==> src/serial_baud_regs.vh <==
// register map, field layout and reset values of the baud/buffer block
// Function
// - a 2-bit field picks prescaler tap a, b, c or d for codes 00..11.
// - the selected tap is divided by N, codes 0001..1111 give 1..15, 0000 gives 16.
// - an enable bit (reset 0) switches the ratio from N to N+(16-K)/16.
// - with the fraction off any N from 1 to 16 is accepted; N=1 is for UART use only.
// - each channel has one 8-bit buffer address: writes feed transmit, reads give receive.
`ifndef SERIAL_BAUD_REGS_VH
`define SERIAL_BAUD_REGS_VH

// register indices; byte address on the bus is four times the index
`define SER0_BUF_IDX 32'hfffff230
`define SER5_BUF_IDX 32'hfffff290
`define BAUD5_CTRL_IDX 32'hfffff293
`define BAUD5_FRAC_IDX 32'hfffff294
`define STATUS_IDX 32'hfffff298

// decoded address width on the bus
`define ADDR_LSB_BITS 12

// control register fields
`define CTRL_FEN_BIT 6
`define CTRL_SEL_HI 5
`define CTRL_SEL_LO 4
`define CTRL_DIV_HI 3
`define CTRL_DIV_LO 0

// fraction register field
`define FRAC_K_HI 3
`define FRAC_K_LO 0

// status register fields
`define ST_RX0_FULL 0
`define ST_TX0_EMPTY 1
`define ST_TX0_FULL 2
`define ST_RX5_FULL 4
`define ST_TX5_EMPTY 5
`define ST_TX5_FULL 6

// reset values
`define CTRL_RESET 8'h00
`define FRAC_RESET 4'h0
`define RXBUF_RESET 8'h00

// tap select codes
`define SEL_TAP_A 2'h0
`define SEL_TAP_B 2'h1
`define SEL_TAP_C 2'h2
`define SEL_TAP_D 2'h3

// fraction period count and bus responses
`define FRAC_PERIODS 5'h10
`define RESP_OKAY 2'h0
`define RESP_SLVERR 2'h2

`endif

==> src/byte_fifo.v <==
// synchronous fifo of flip-flops with valid/ready on both sides
`timescale 1ns/10ps
`default_nettype none
module byte_fifo #(
  parameter WIDTH = 8,
  parameter DEPTH = 16,
  parameter AW = 4
) (
  // clock and reset
  input wire aclk,
  input wire aresetn,
  // fill side
  input wire [WIDTH-1:0] in_data,
  input wire in_valid,
  output wire in_ready,
  // drain side
  output wire [WIDTH-1:0] out_data,
  output wire out_valid,
  input wire out_ready,
  // levels
  output wire empty,
  output wire full
);
  reg [WIDTH-1:0] mem [0:DEPTH-1];
  reg [AW-1:0] wr_ptr;
  reg [AW-1:0] rd_ptr;
  reg [AW:0] count;
  wire push;
  wire pop;

  assign full = (count == DEPTH[AW:0]);
  assign empty = (count == {(AW+1){1'b0}});
  assign in_ready = ~full;
  assign out_valid = ~empty;
  assign out_data = mem[rd_ptr];
  assign push = in_valid & ~full;
  assign pop = out_ready & ~empty;

  // storage needs no reset; empty gates the output
  always @(posedge aclk) begin
    if (push) begin
      mem[wr_ptr] <= in_data;
    end
  end

  // pointers wrap at depth, which is a power of two
  always @(posedge aclk) begin
    if (!aresetn) begin
      wr_ptr <= {AW{1'b0}};
      rd_ptr <= {AW{1'b0}};
      count <= {(AW+1){1'b0}};
    end else begin
      if (push) begin
        wr_ptr <= wr_ptr + 1'b1;
      end
      if (pop) begin
        rd_ptr <= rd_ptr + 1'b1;
      end
      if (push & ~pop) begin
        count <= count + 1'b1;
      end else if (pop & ~push) begin
        count <= count - 1'b1;
      end
    end
  end
endmodule // byte_fifo
`default_nettype wire

==> src/serial_baud_divider_and_buffer.v <==
// baud rate generator and serial data buffers behind an axi4-lite slave
`timescale 1ns/10ps
`default_nettype none
`include "serial_baud_regs.vh"
module serial_baud_divider_and_buffer #(
  parameter FIFO_DEPTH = 16,
  parameter FIFO_AW = 4
) (
  // clock and reset
  input wire aclk,
  input wire aresetn,
  // axi4-lite write address
  input wire [31:0] s_axi_awaddr,
  input wire s_axi_awvalid,
  output reg s_axi_awready,
  // axi4-lite write data
  input wire [31:0] s_axi_wdata,
  input wire [3:0] s_axi_wstrb,
  input wire s_axi_wvalid,
  output reg s_axi_wready,
  // axi4-lite write response
  output reg [1:0] s_axi_bresp,
  output reg s_axi_bvalid,
  input wire s_axi_bready,
  // axi4-lite read address
  input wire [31:0] s_axi_araddr,
  input wire s_axi_arvalid,
  output reg s_axi_arready,
  // axi4-lite read data
  output reg [31:0] s_axi_rdata,
  output reg [1:0] s_axi_rresp,
  output reg s_axi_rvalid,
  input wire s_axi_rready,
  // prescaler tap enables, one-cycle pulses on aclk
  input wire prescale_tap_a,
  input wire prescale_tap_b,
  input wire prescale_tap_c,
  input wire prescale_tap_d,
  // baud clock enable to the channel 5 serial engine
  output reg baud5_tick,
  // channel 0 transmit bytes to the serial engine
  output wire [7:0] tx0_data,
  output wire tx0_valid,
  input wire tx0_ready,
  // channel 0 received bytes from the serial engine
  input wire [7:0] rx0_data,
  input wire rx0_valid,
  // channel 5 transmit bytes to the serial engine
  output wire [7:0] tx5_data,
  output wire tx5_valid,
  input wire tx5_ready,
  // channel 5 received bytes from the serial engine
  input wire [7:0] rx5_data,
  input wire rx5_valid
);
  localparam [31:0] A_SER0 = `SER0_BUF_IDX << 2;
  localparam [31:0] A_SER5 = `SER5_BUF_IDX << 2;
  localparam [31:0] A_CTRL = `BAUD5_CTRL_IDX << 2;
  localparam [31:0] A_FRAC = `BAUD5_FRAC_IDX << 2;
  localparam [31:0] A_STAT = `STATUS_IDX << 2;
  localparam [7:0] CTRL_RST = `CTRL_RESET;

  // register state
  reg fraction_enable;
  reg [1:0] input_clock_select;
  reg [3:0] divisor_n;
  reg [3:0] fraction_k;
  reg [7:0] rx0_byte;
  reg [7:0] rx5_byte;
  reg rx0_full;
  reg rx5_full;

  // write channel holding registers
  reg aw_held;
  reg w_held;
  reg [`ADDR_LSB_BITS-1:0] aw_addr;
  reg [7:0] w_byte;
  reg w_lane0;

  // divider state
  reg [4:0] div_count;
  reg [3:0] frac_phase;
  reg tap_pulse;
  reg [4:0] period_last;
  reg stretch;
  reg [4:0] stretch_count;

  // fifo wiring
  wire tx0_in_ready;
  wire tx5_in_ready;
  wire tx0_empty;
  wire tx0_full;
  wire tx5_empty;
  wire tx5_full;

  // write decode
  wire wr_ser0 = (aw_addr == A_SER0[`ADDR_LSB_BITS-1:0]);
  wire wr_ser5 = (aw_addr == A_SER5[`ADDR_LSB_BITS-1:0]);
  wire wr_ctrl = (aw_addr == A_CTRL[`ADDR_LSB_BITS-1:0]);
  wire wr_frac = (aw_addr == A_FRAC[`ADDR_LSB_BITS-1:0]);
  wire wr_stat = (aw_addr == A_STAT[`ADDR_LSB_BITS-1:0]);
  wire wr_hit = wr_ser0 | wr_ser5 | wr_ctrl | wr_frac | wr_stat;

  // a buffer write waits while its fifo is full: that stalls the bus
  wire wr_blocked = (wr_ser0 & ~tx0_in_ready) | (wr_ser5 & ~tx5_in_ready);
  wire do_write = aw_held & w_held & ~s_axi_bvalid & ~wr_blocked;
  wire wr_en = do_write & w_lane0;
  wire push0 = wr_en & wr_ser0;
  wire push5 = wr_en & wr_ser5;

  // read decode
  wire [`ADDR_LSB_BITS-1:0] ar_addr = s_axi_araddr[`ADDR_LSB_BITS-1:0];
  wire rd_ser0 = (ar_addr == A_SER0[`ADDR_LSB_BITS-1:0]);
  wire rd_ser5 = (ar_addr == A_SER5[`ADDR_LSB_BITS-1:0]);
  wire rd_ctrl = (ar_addr == A_CTRL[`ADDR_LSB_BITS-1:0]);
  wire rd_frac = (ar_addr == A_FRAC[`ADDR_LSB_BITS-1:0]);
  wire rd_stat = (ar_addr == A_STAT[`ADDR_LSB_BITS-1:0]);
  wire rd_take = s_axi_arvalid & s_axi_arready;

  // transmit fifos, one per channel
  byte_fifo #(
    .WIDTH(8),
    .DEPTH(FIFO_DEPTH),
    .AW(FIFO_AW)
  ) u_tx0_fifo (
    .aclk(aclk),
    .aresetn(aresetn),
    .in_data(w_byte),
    .in_valid(push0),
    .in_ready(tx0_in_ready),
    .out_data(tx0_data),
    .out_valid(tx0_valid),
    .out_ready(tx0_ready),
    .empty(tx0_empty),
    .full(tx0_full)
  );

  byte_fifo #(
    .WIDTH(8),
    .DEPTH(FIFO_DEPTH),
    .AW(FIFO_AW)
  ) u_tx5_fifo (
    .aclk(aclk),
    .aresetn(aresetn),
    .in_data(w_byte),
    .in_valid(push5),
    .in_ready(tx5_in_ready),
    .out_data(tx5_data),
    .out_valid(tx5_valid),
    .out_ready(tx5_ready),
    .empty(tx5_empty),
    .full(tx5_full)
  );

  // write address and data are taken independently, in either order
  always @(posedge aclk) begin
    if (!aresetn) begin
      aw_held <= 1'b0;
      w_held <= 1'b0;
      aw_addr <= {`ADDR_LSB_BITS{1'b0}};
      w_byte <= 8'h00;
      w_lane0 <= 1'b0;
      s_axi_awready <= 1'b1;
      s_axi_wready <= 1'b1;
      s_axi_bvalid <= 1'b0;
      s_axi_bresp <= `RESP_OKAY;
    end else begin
      if (s_axi_awvalid & s_axi_awready) begin
        aw_held <= 1'b1;
        aw_addr <= s_axi_awaddr[`ADDR_LSB_BITS-1:0];
        s_axi_awready <= 1'b0;
      end
      if (s_axi_wvalid & s_axi_wready) begin
        w_held <= 1'b1;
        w_byte <= s_axi_wdata[7:0];
        w_lane0 <= s_axi_wstrb[0];
        s_axi_wready <= 1'b0;
      end
      if (do_write) begin
        aw_held <= 1'b0;
        w_held <= 1'b0;
        s_axi_bvalid <= 1'b1;
        s_axi_bresp <= wr_hit ? `RESP_OKAY : `RESP_SLVERR;
      end
      if (s_axi_bvalid & s_axi_bready) begin
        s_axi_bvalid <= 1'b0;
        s_axi_awready <= 1'b1;
        s_axi_wready <= 1'b1;
      end
    end
  end

  // generator control and fraction registers
  always @(posedge aclk) begin
    if (!aresetn) begin
      fraction_enable <= CTRL_RST[`CTRL_FEN_BIT];
      input_clock_select <= CTRL_RST[`CTRL_SEL_HI:`CTRL_SEL_LO];
      divisor_n <= CTRL_RST[`CTRL_DIV_HI:`CTRL_DIV_LO];
      fraction_k <= `FRAC_RESET;
    end else if (wr_en & wr_ctrl) begin
      // top bit has no storage, software keeps it 0
      fraction_enable <= w_byte[`CTRL_FEN_BIT];
      input_clock_select <= w_byte[`CTRL_SEL_HI:`CTRL_SEL_LO];
      divisor_n <= w_byte[`CTRL_DIV_HI:`CTRL_DIV_LO];
    end else if (wr_en & wr_frac) begin
      fraction_k <= w_byte[`FRAC_K_HI:`FRAC_K_LO];
    end
  end

  // receive holding bytes; a new byte wins over the clear by a read
  always @(posedge aclk) begin
    if (!aresetn) begin
      rx0_byte <= `RXBUF_RESET;
      rx5_byte <= `RXBUF_RESET;
      rx0_full <= 1'b0;
      rx5_full <= 1'b0;
    end else begin
      if (rx0_valid) begin
        rx0_byte <= rx0_data;
        rx0_full <= 1'b1;
      end else if (rd_take & rd_ser0) begin
        rx0_full <= 1'b0;
      end
      if (rx5_valid) begin
        rx5_byte <= rx5_data;
        rx5_full <= 1'b1;
      end else if (rd_take & rd_ser5) begin
        rx5_full <= 1'b0;
      end
    end
  end

  // read channel: one read at a time, answer one cycle after address
  always @(posedge aclk) begin
    if (!aresetn) begin
      s_axi_arready <= 1'b1;
      s_axi_rvalid <= 1'b0;
      s_axi_rdata <= 32'h00000000;
      s_axi_rresp <= `RESP_OKAY;
    end else if (rd_take) begin
      s_axi_arready <= 1'b0;
      s_axi_rvalid <= 1'b1;
      s_axi_rresp <= `RESP_OKAY;
      if (rd_ser0) begin
        s_axi_rdata <= {24'h000000, rx0_byte};
      end else if (rd_ser5) begin
        s_axi_rdata <= {24'h000000, rx5_byte};
      end else if (rd_ctrl) begin
        s_axi_rdata <= {25'h0000000, fraction_enable,
                        input_clock_select, divisor_n};
      end else if (rd_frac) begin
        s_axi_rdata <= {28'h0000000, fraction_k};
      end else if (rd_stat) begin
        s_axi_rdata <= {25'h0000000, tx5_full, tx5_empty, rx5_full,
                        1'b0, tx0_full, tx0_empty, rx0_full};
      end else begin
        s_axi_rdata <= 32'h00000000;
        s_axi_rresp <= `RESP_SLVERR;
      end
    end else if (s_axi_rvalid & s_axi_rready) begin
      s_axi_rvalid <= 1'b0;
      s_axi_arready <= 1'b1;
    end
  end

  // tap select
  always @* begin
    case (input_clock_select)
      `SEL_TAP_A: tap_pulse = prescale_tap_a;
      `SEL_TAP_B: tap_pulse = prescale_tap_b;
      `SEL_TAP_C: tap_pulse = prescale_tap_c;
      `SEL_TAP_D: tap_pulse = prescale_tap_d;
      default: tap_pulse = 1'b0;
    endcase
  end

  // stretch (16-K) of every 16 periods; divisor code 0 wraps to 16
  always @* begin
    stretch_count = `FRAC_PERIODS - {1'b0, fraction_k};
    stretch = fraction_enable &
              ({1'b0, frac_phase} < stretch_count);
    period_last = {1'b0, divisor_n - 4'h1} + {4'h0, stretch};
  end

  // divider counts tap pulses; N=1 with the fraction off ticks on every tap pulse
  always @(posedge aclk) begin
    if (!aresetn) begin
      div_count <= 5'h00;
      frac_phase <= 4'h0;
      baud5_tick <= 1'b0;
    end else begin
      baud5_tick <= 1'b0;
      if (wr_en & wr_ctrl) begin
        // restart cleanly on a new setting
        div_count <= 5'h00;
        frac_phase <= 4'h0;
      end else if (tap_pulse) begin
        if (div_count >= period_last) begin
          div_count <= 5'h00;
          baud5_tick <= 1'b1;
          frac_phase <= frac_phase + 4'h1;
        end else begin
          div_count <= div_count + 5'h01;
        end
      end
    end
  end
endmodule // serial_baud_divider_and_buffer
`default_nettype wire

==> config.mk <==
export PLATFORM = sky130hd
export DESIGN_NAME = serial_baud_divider_and_buffer
export DESIGN_NICKNAME = d
export VERILOG_FILES = /design/src/byte_fifo.v /design/src/serial_baud_divider_and_buffer.v
export VERILOG_INCLUDE_DIRS = /design/src
export SDC_FILE = /design/constraint.sdc
export NUM_CORES = 1
export LEC_CHECK = 0
export BUFFER_PORTS_ARGS = -buffer_cell sky130_fd_sc_hd__clkbuf_2
export CORE_UTILIZATION = 30
export CTS_BUF_LIST = sky130_fd_sc_hd__clkbuf_4
export CTS_CLUSTER_DIAMETER = 100
export DETAILED_ROUTE_END_ITERATION = 8
export SLEW_MARGIN = 5
export SYNTH_ARGS = -nofsm -noshare
export SYNTH_HDL_FRONTEND = slang
export SYNTH_SLANG_ARGS = --single-unit
==> constraint.sdc <==
create_clock -name aclk -period 7.2 [get_ports aclk]
set_input_delay 1.44 -clock aclk [delete_from_list [all_inputs] [get_ports aclk]]
set_output_delay 1.44 -clock aclk [all_outputs]
set_load 0.05 [all_outputs]
* After elaboration in Yosys (flattened, before gate mapping) *
Memories as Yosys holds them, arrays and structs flattened. A register that Yosys moved wholly into a read port is not among the register bits.
Cells that the tools add are included.

cells by class
  $add $sub $neg = 13
  order comparisons = 2
  eq/ne operators = 15
  multiplexer cells = 34
  bitwise logic cells = 44
  reductions and logical operators = 14

operators with widths
  cell                                                                 count
  12-bit equality test (second input constant)                         10
  1-bit bitwise AND                                                    26
  5-bit two-way mux                                                    5
  7-bit two-way mux                                                    3
  4-bit by 1-bit adder with 4-bit output (second input constant)       5
  4-bit two-way mux                                                    4
  8-bit two-way mux                                                    2
  5-bit by 1-bit adder with 5-bit output (second input constant)       3
  1-bit two-way mux                                                    13
  1-bit inverter                                                       13
  2-bit two-way mux                                                    6
  5-bit equality test (second input constant)                          2
  5-bit zero test                                                      2
  2-bit nonzero test                                                   5
  5-bit by 1-bit subtractor with 5-bit output (second input constant)  2
  2-bit OR reduction                                                   3
  4-bit by 1-bit adder with 5-bit output                               1
  5-bit >= comparator                                                  1
  4-bit by 5-bit less-than comparator with 1-bit output                1
  1-bit OR                                                             5
  5-bit by 4-bit subtractor with 5-bit output (first input constant)   1
  2-bit equality test (second input constant)                          2
  1-bit one-hot mux with 4 select lines                                1
  2-bit AND reduction                                                  2
  4 further kinds                                                      4

storage, ports and cells
  bits in registers = 129
  RAM bits = 256
  bits of input ports = 131
  output and inout port bits = 60
  word-level logic and storage cells = 154
  memories kept = 2

memories
  name            words  width  rd ports  clocked after memory_dff  wr ports  RTL line        RTL
  u_tx0_fifo.mem  16     8      1         1                         1         byte_fifo.v:24  reg [WIDTH-1:0] mem [0:DEPTH-1];
  u_tx5_fifo.mem  16     8      1         1                         1         byte_fifo.v:24

* Logic depth before layout (Yosys ltp) *
Gate-level depths: netlist of run 1.

  word-level depth = 12
  mapped depth = 19
  mapped depth without buffers = 18

* By module *
From an unflattened synthesis of run 1, not the netlist that was laid out.

second synthesis, totals
  cells, all modules = 1090
  area, all modules = 15439.8 um^2

by module, submodules not included
  module                          times used  cells an instance  area an instance (um^2)  sequential area each (um^2)
  byte_fifo                       2           308                5758.0                   4184.0
  serial_baud_divider_and_buffer  1           474                3923.8                   1541.5

* Worst setup path after synthesis of run 1 *
Ideal clock, no wire load.

  path type = reg2reg
  start point = register fraction_k[0]
  end point = register div_count[2]
  setup time = 76 ps
  arrival time = 3388 ps
  data required time = 7124 ps
  setup slack = 3736 ps
  cell stages (with the launch flop) = 20
  period minus slack after synthesis = 3464 ps
  path through = dfxtp_1 -> inv_1 -> ha_1 -> inv_1 -> ha_1 -> a21o_1 -> a21o_1 -> a21oi_1 -> o21a_1 -> ha_1 -> ha_1 -> xor2_1 -> xnor2_1 -> ha_1 -> a21oi_1 -> o21ai_0 -> a31oi_1 -> clkbuf_1 -> nand3b_1 -> a31oi_1

between the ends
  word-level cells in the longest chain between the ends = 6

ends and longest elaborated chain
  item                                                          RTL line                              RTL
  start: declaration                                            serial_baud_divider_and_buffer.v:67   reg [3:0] fraction_k;
  start signal: assignment                                      serial_baud_divider_and_buffer.v:199  fraction_k <= `FRAC_RESET;
  start signal: assignment                                      serial_baud_divider_and_buffer.v:206  fraction_k <= w_byte[`FRAC_K_HI:`FRAC_K_LO];
  5-bit by 4-bit subtractor with 5-bit output (no source line)  -
  4-bit by 5-bit less-than comparator with 1-bit output         serial_baud_divider_and_buffer.v:281  ({1'b0, frac_phase} < stretch_count);
  1-bit bitwise AND                                             serial_baud_divider_and_buffer.v:280  stretch = fraction_enable &
  4-bit by 1-bit adder with 5-bit output                        serial_baud_divider_and_buffer.v:282  period_last = {1'b0, divisor_n - 4'h1} + {4'h0, stretch};
  5-bit >= comparator                                           serial_baud_divider_and_buffer.v:298  if (div_count >= period_last) begin
  5-bit two-way mux                                             serial_baud_divider_and_buffer.v:298
  end signal: assignment                                        serial_baud_divider_and_buffer.v:303  div_count <= div_count + 5'h01;
  end: declaration                                              serial_baud_divider_and_buffer.v:81   reg [4:0] div_count;

No other way between the ends.
A chain may end at the register's enable or synchronous reset.

==> impl_results.md, run 1 <==
- Status: completed
- Unique masters post-synth: 70
- Pwr Total: 0.005241 W
- Nets@finish: 1369
- Final cycle utilization of the critical path: 61.95%
- Critical Path Most Common Cell: mux4_2
- Initial Utilization: 30.46%
- Most frequent cells after synthesis: 256 x edfxtp_1, 111 x dfxtp_1, 89 x nand2_1
- Post-CTS sizing: 0
- Critical path class: register to primary output
- CP arrival: 3020 ps
- LEAKAGE: 6.252 nW
- Final Hold Vio Count: 0
- Most frequent cell after synthesis: edfxtp_1
- Setup bufs post-CTS: 0
- DRC: 0
- Root buffer cell: clkbuf_4
- Cells after Synth: 1036
- Synth warnings: 0
- Cell Chain, Critical Path: buf_4 > mux4_2 > mux4_2 > clkbuf_2
- Post-layout util: 35.29%
- F_max: 224.2 MHz
- Final Max Tran Viols: 0
- Max layer used: met5
- RSZ-0062 raised after global routing: no
- Core ar.: 50270 µm²
- # IOs: 191
- Area Overhead vs Synth: 15.84%
- Skew final: 54.71 ps
- Crit-path slowest cell: mux4_2
- Final setup fails: 0
- Critical R2R Launch: fraction_k[0]$_SDFFE_PN0P_
- Share of the synthesized area in the top cell type: 50.20%
- Vias in the first global route: 9322
- Initial antenna violation count: 5
- Startpoint types: register
- DP HPWL: 22.43 mm
- Fraction of layout cells with a size suffix above 1: 29.21%
- Max VDD drop: 0.1847 mV
- Post-synth EDFFs: 256
- Drt wl/cell: 17.90 µm
- Synth area leaders: edfxtp_1 50%, dfxtp_1 15%, mux4_2 12%, ha_1 2.6%, nand2_1 2.2%
- Max FO, Critical Path: 32
- Dpl cell area: 16470 µm²
- Final ANT Viol Nets: 0
- Min-delay worst type: register to register
- Die height: 227.9 µm
- Hold_sp: aw_addr[11]$_SDFFE_PN0P_
- Worst Path Buf+Inv: 2
- Yosys reg bits: 367
- H-tree levels: 3
- Fillers: 4931
- Routed length on met2: 16.20 mm
- Top delay family on crit path: multiplexers
- Worst setup EP type: primary output
- DRT iter0 DRCs: 618
- Pwr/cell area: 295.4 nW/µm²
- Max Cap Viol: 0
- Clock buffer count from CTS: 99
- Largest net degree at the start of global routing: 71
- Mapped cell area: 15310 µm²
- Port bufs: 97
- WHS: 459.2 ps
- Leading register cell type out of synthesis: edfxtp_1
- FFs w/ async S/R, synth: 0%
- Clock Pin Slew Worst Setup and Hold Paths: 70 ps
- Detailed-route via count: 9167
- Die X: 227.9 µm
- Final WL: 34.94 mm
- Number of hold buffers added after CTS: 0
- Critical Path Max Stage Delay: 640 ps
- Grt total ovfl: 0
- Design area: 17740 µm²
- Top cell type by total area after synthesis: edfxtp_1
- Row cnt: 82
- Vias per inst: 4.696
- First-pass GRT wire length: 53.66 mm
- Metal-1 WL: 15.44 mm
- TritonCTS clock tree: done
- Relative slew margins: 13.56%
- Register area share after synthesis: 64.71%
- Avg Inst Size Synth: 14.78 µm²
- Met3 WL: 2.732 mm
- DIE AREA: 51950 µm²
- Pre-antenna DRT Iters: 5
- CTS max path bufs: 3
- Clock sinks: 367
- Routability cong.: 0.8233
- Actual slew at the worst max-slew pin: 1295 ps
- Crit path required time: 5760 ps
- All-Layer GR Usage: 13.47%
- Final min period: 4460 ps
- Clock latency on the worst-skew pair: 760 ps
- Setup Total Neg Slack: 0 ps
tightest hold or removal path: cells and delay by family (launching register included):
kind	cells	cell delay, ps
flops	1	310
compound gates	1	60
simple gates	1	50
per-layer routing:
metal	vias up	GRT usage [%]
met1	4514	17.77
li1	4302	-
met4	4	4.824
met5	-	0
met2	305	20.83
met3	42	4.225
cell usage in the layout (no fill, tap or decap), types with 29 or more instances in the layout:
cell,count
ha_1,32
nor2_1,56
edfxtp_1,256
mux2i_1,29
dfxtp_1,108
nand2_1,89
o21ai_0,31
clkbuf_2,97
clkbuf_4,147
a21oi_1,63
mux4_2,80
flip-flops by register name, summed over array words and instances (netlist names), 8 cells and up, named ones only:
signal          cells
w_byte              8
aw_addr            12
s_axi_rdata         8
u_tx0_fifo.mem    128
rx0_byte            8
rx5_byte            8
u_tx5_fifo.mem    128
final cells by class:
| cell class | instances | area (µm²) | area share, % |
|---|---|---|---|
| diodes | 3 | 7.507 | 0.04232 |
| clock buffers | 147 | 1104 | 6.221 |
| clock inverters | 27 | 157.7 | 0.8887 |
| inverters | 28 | 105.1 | 0.5925 |
| multi-input cells | 593 | 4991 | 28.14 |
| flip-flops and latches | 367 | 9913 | 55.88 |
| well taps | 672 | 840.8 | 4.740 |
| repair buffers | 115 | 620.6 | 3.498 |
path summary, 6_finish.rpt:
kind	depth (start not counted)	endpoint	slack, ps
worst min-delay path	2	aw_addr[11]$_SDFFE_PN0P_	460
worst max-delay path	4	tx0_data[6]	2740
worst max register to register	18	div_count[2]$_SDFFE_PP0P_	3010
worst min register to register	2	aw_addr[11]$_SDFFE_PN0P_	460
through the flow:
stage / instances / setup WS (ps)
2_1_floorplan: 1061 / 3736
3_3_place_gp: 1775 / 3107
3_5_place_dp: 1775 / 3052
4_1_cts: 1949 / 2590
5_1_grt: 1950 / 2545
6_report: 1952 / 2740
cell families (layout without fill, tap and decap cells):
logic type	Yosys count	count (layout)	share of synthesized area (%)
DFF	367	367	64.71
buffers and inverters	101	317	3.309
and+or+nand+nor	269	269	8.980
AOI/OAI and AO/OA	133	133	5.164
other	1	29	0.02449
xor gates and xnor gates	21	21	1.201
muxes	110	110	13.73
adders and majority gates	34	34	2.876
power by group:
| part | internal (W) | switching, W |
|---|---|---|
| combinational | 0.000414 | 0.000613 |
| clock | 0.000971 | 0.000857 |
| sequential | 0.00232 | 0.0000717 |
Power figures use the tool's default switching activity.
==> run 2, diff against run 1 <==
==> constraint.sdc (replaced) <==
create_clock -name aclk -period 3.9 [get_ports aclk]
set_input_delay 0.78 -clock aclk [delete_from_list [all_inputs] [get_ports aclk]]
set_output_delay 0.78 -clock aclk [all_outputs]
set_load 0.05 [all_outputs]
==> run 2 against run 1 <==
Net effect:
- clock power up 86%
- die area unchanged
- sequential cell count is the same
- largest cell class unchanged
- first-iteration DRC count decreased by 20%
- design area is 0.68% higher
- register-to-register slack worse by 2800 ps
- count of clock-buffer cells in the layout rose by 2
- critical path type unchanged
- final cell count increased by 0.46%
==> impl_results.md, run 2 (same netlist as run 1, synthesis figures left out) <==
- Skew final: 73.27 ps (+18.55 ps)
- Clock Pin Slew Worst Setup and Hold Paths: 70 ps (about the same)
- F_max: 273.6 MHz
- Max Cap Viol: 0 (unchanged)
- Relative slew margins: 18.75% (+5.2 points)
- TritonCTS clock tree: done
- Max FO, Critical Path: 22 (-31%)
- Area Overhead vs Synth: 16.64%
- First-pass GRT wire length: 53.79 mm (+0.23%)
- Detailed-route via count: 9232 (+0.71%)
- Setup bufs post-CTS: 0 (unchanged)
- Inst Count DP: 1785 (+0.56%)
- Actual slew at the worst max-slew pin: 1217 ps (-77.67 ps)
- Leading cell type in the layout, fill and taps excluded: edfxtp_1
- Vias in the first global route: 9315 (-0.075%)
- Clock buffer count from CTS: 96 (-3.0%)
- Largest net degree at the start of global routing: 36 (-49%)
- Core ar.: 50270 µm² (unchanged)
- Status: completed
- Worst reg2reg path depth: 19 (+1)
- LEAKAGE: 6.316 nW (+1.0%)
- Routability cong.: 0.8356 (+1.5%)
- CP arrival: 2870 ps (-150 ps)
- Pre-antenna DRT Iters: 5 (unchanged)
- DIE AREA: 51950 µm² (unchanged)
- Root buffer cell: clkbuf_4
- Number of hold buffers added after CTS: 0 (unchanged)
- Final Max Tran Viols: 0 (unchanged)
- Max VDD drop: 0.3116 mV (+69%)
- Vias per inst: 4.708 (+0.25%)
- Clock latency on the worst-skew pair: 810 ps (+50 ps)
- Commonest cells after routing, fill and taps aside: 256 x edfxtp_1, 149 x clkbuf_4, 108 x dfxtp_1
- DP HPWL: 23.17 mm (+3.3%)
- Levels on crit path: 4 (unchanged)
- Worst Path Buf+Inv: 2 (unchanged)
- Final min period: 3655 ps
- Grt total ovfl: 0 (unchanged)
- Setup Total Neg Slack: 0 ps (unchanged)
- Critical Path Most Common Cell: mux4_2
- Final ANT Viol Nets: 0 (unchanged)
- DRC: 0 (unchanged)
- Top delay family on crit path: multiplexers
- Cells on Worst Hold Path: 3 (+1)
- All-Layer GR Usage: 13.59% (+0.12 points)
- Critical path class: register to primary output
- Crit path required time: 3120 ps (-2640 ps)
- RSZ-0062 raised after global routing: no
- Clock sinks: 367 (unchanged)
- Layout Cells excl Fill: 1961 (+0.46%)
- # IOs: 191 (unchanged)
- H-tree levels: 3 (unchanged)
- Min-delay worst type: input pin to register
- Final cycle utilization of the critical path: 93.71%
- Die height: 227.9 µm (unchanged)
- WHS: 209.3 ps (-249.9 ps)
- Initial antenna violation count: 5 (unchanged)
- Port bufs: 97 (unchanged)
- Pwr/cell area: 547.5 nW/µm² (+85%)
- Final WL: 35.18 mm (+0.70%)
- Row cnt: 82 (unchanged)
- Drt wl/cell: 17.94 µm (+0.24%)
- CTS max path bufs: 3 (unchanged)
- Nets@finish: 1376 (+0.51%)
- Crit-path slowest cell: mux4_2
- Fraction of layout cells with a size suffix above 1: 29.78% (+0.57 points)
- Largest registers: u_tx0_fifo.mem x128, u_tx5_fifo.mem x128, aw_addr x12
- Initial Utilization: 30.46% (unchanged)
- Worst setup EP type: primary output
- Critical Path Max Stage Delay: 580 ps (-60 ps)
- Final setup fails: 0 (unchanged)
- Die X: 227.9 µm (unchanged)
- Startpoint types: register
- Cell Chain, Critical Path: buf_12 > mux4_2 > mux4_2 > clkbuf_2
- Final Hold Vio Count: 0 (unchanged)
- Post-layout util: 35.53% (+0.24 points)
- DRT iter0 DRCs: 494 (-20%)
==> run 2: cell type report <==
type                    instances  area, µm²
diodes                          3      7.507
inverters                      28      105.1
clock buffers                 149       1119
repair buffers                125      720.7
well taps                     672      840.8
multi-input cells             593       4991
flip-flops and latches        367       9918
clock inverters                24      158.9
fillers                      4916      32410
==> run 2: worst min-delay path: cells and delay by family <==
kind | cells | cell delay [ps]
simple gates | 1 | 50
buf+inv | 1 | 90
compound gates | 1 | 50
==> run 2: path summary, 6_finish.rpt <==
path	from	endpoint	slack (ps)
max reg2reg	fraction_k[1]$_SDFFE_PN0P_	frac_phase[2]$_SDFFE_PP0P_	260
min	s_axi_wdata[6]	w_byte[6]$_SDFFE_PN0P_	210
max	register	tx5_data[1]	250
min reg2reg	aw_addr[11]$_SDFFE_PN0P_	aw_addr[11]$_SDFFE_PN0P_	470
==> run 2: where the power goes <==
part	total, W	internal [W]	leakage, nW	switching (W)
combinational	0.00196	0.000812	2.29	0.00115
sequential	0.00442	0.00428	3.26	0.000143
clock	0.00340	0.00182	0.763	0.00158
==> run 2: metal layers <==
metal  routed length (µm)  share of wire [%]  vias to the layer above  GRT usage [%]
li1                     -                  -                     4308              -
met1                15620                 44                     4548          17.76
met2                16400                 47                      318          21.42
met3                 2589                7.4                       54          4.337
met4                  541                1.5                        4          4.258
met5                   27              0.077                        -              0
==> run 2: stage by stage <==
| step | setup WS (ps) | area (µm²) | power [W] |
|---|---|---|---|
| final | 245.4 | 17860 | 0.009779 |
| after detailed placement | 178.8 | 16570 | 0.006485 |
| after CTS | 12.99 | 17850 | 0.009925 |
| after floorplan | 435.9 | 15410 | 0.005947 |
| after global placement | 272.2 | 16570 | 0.006457 |
| after global routing | 6.947 | 17860 | 0.01026 |
==> run 2: repair_timing <==
item,4_1_cts,5_1_grt
hold endpoints to repair,0,0
endpoints found under the setup margin,7,8
resized for setup,1,3
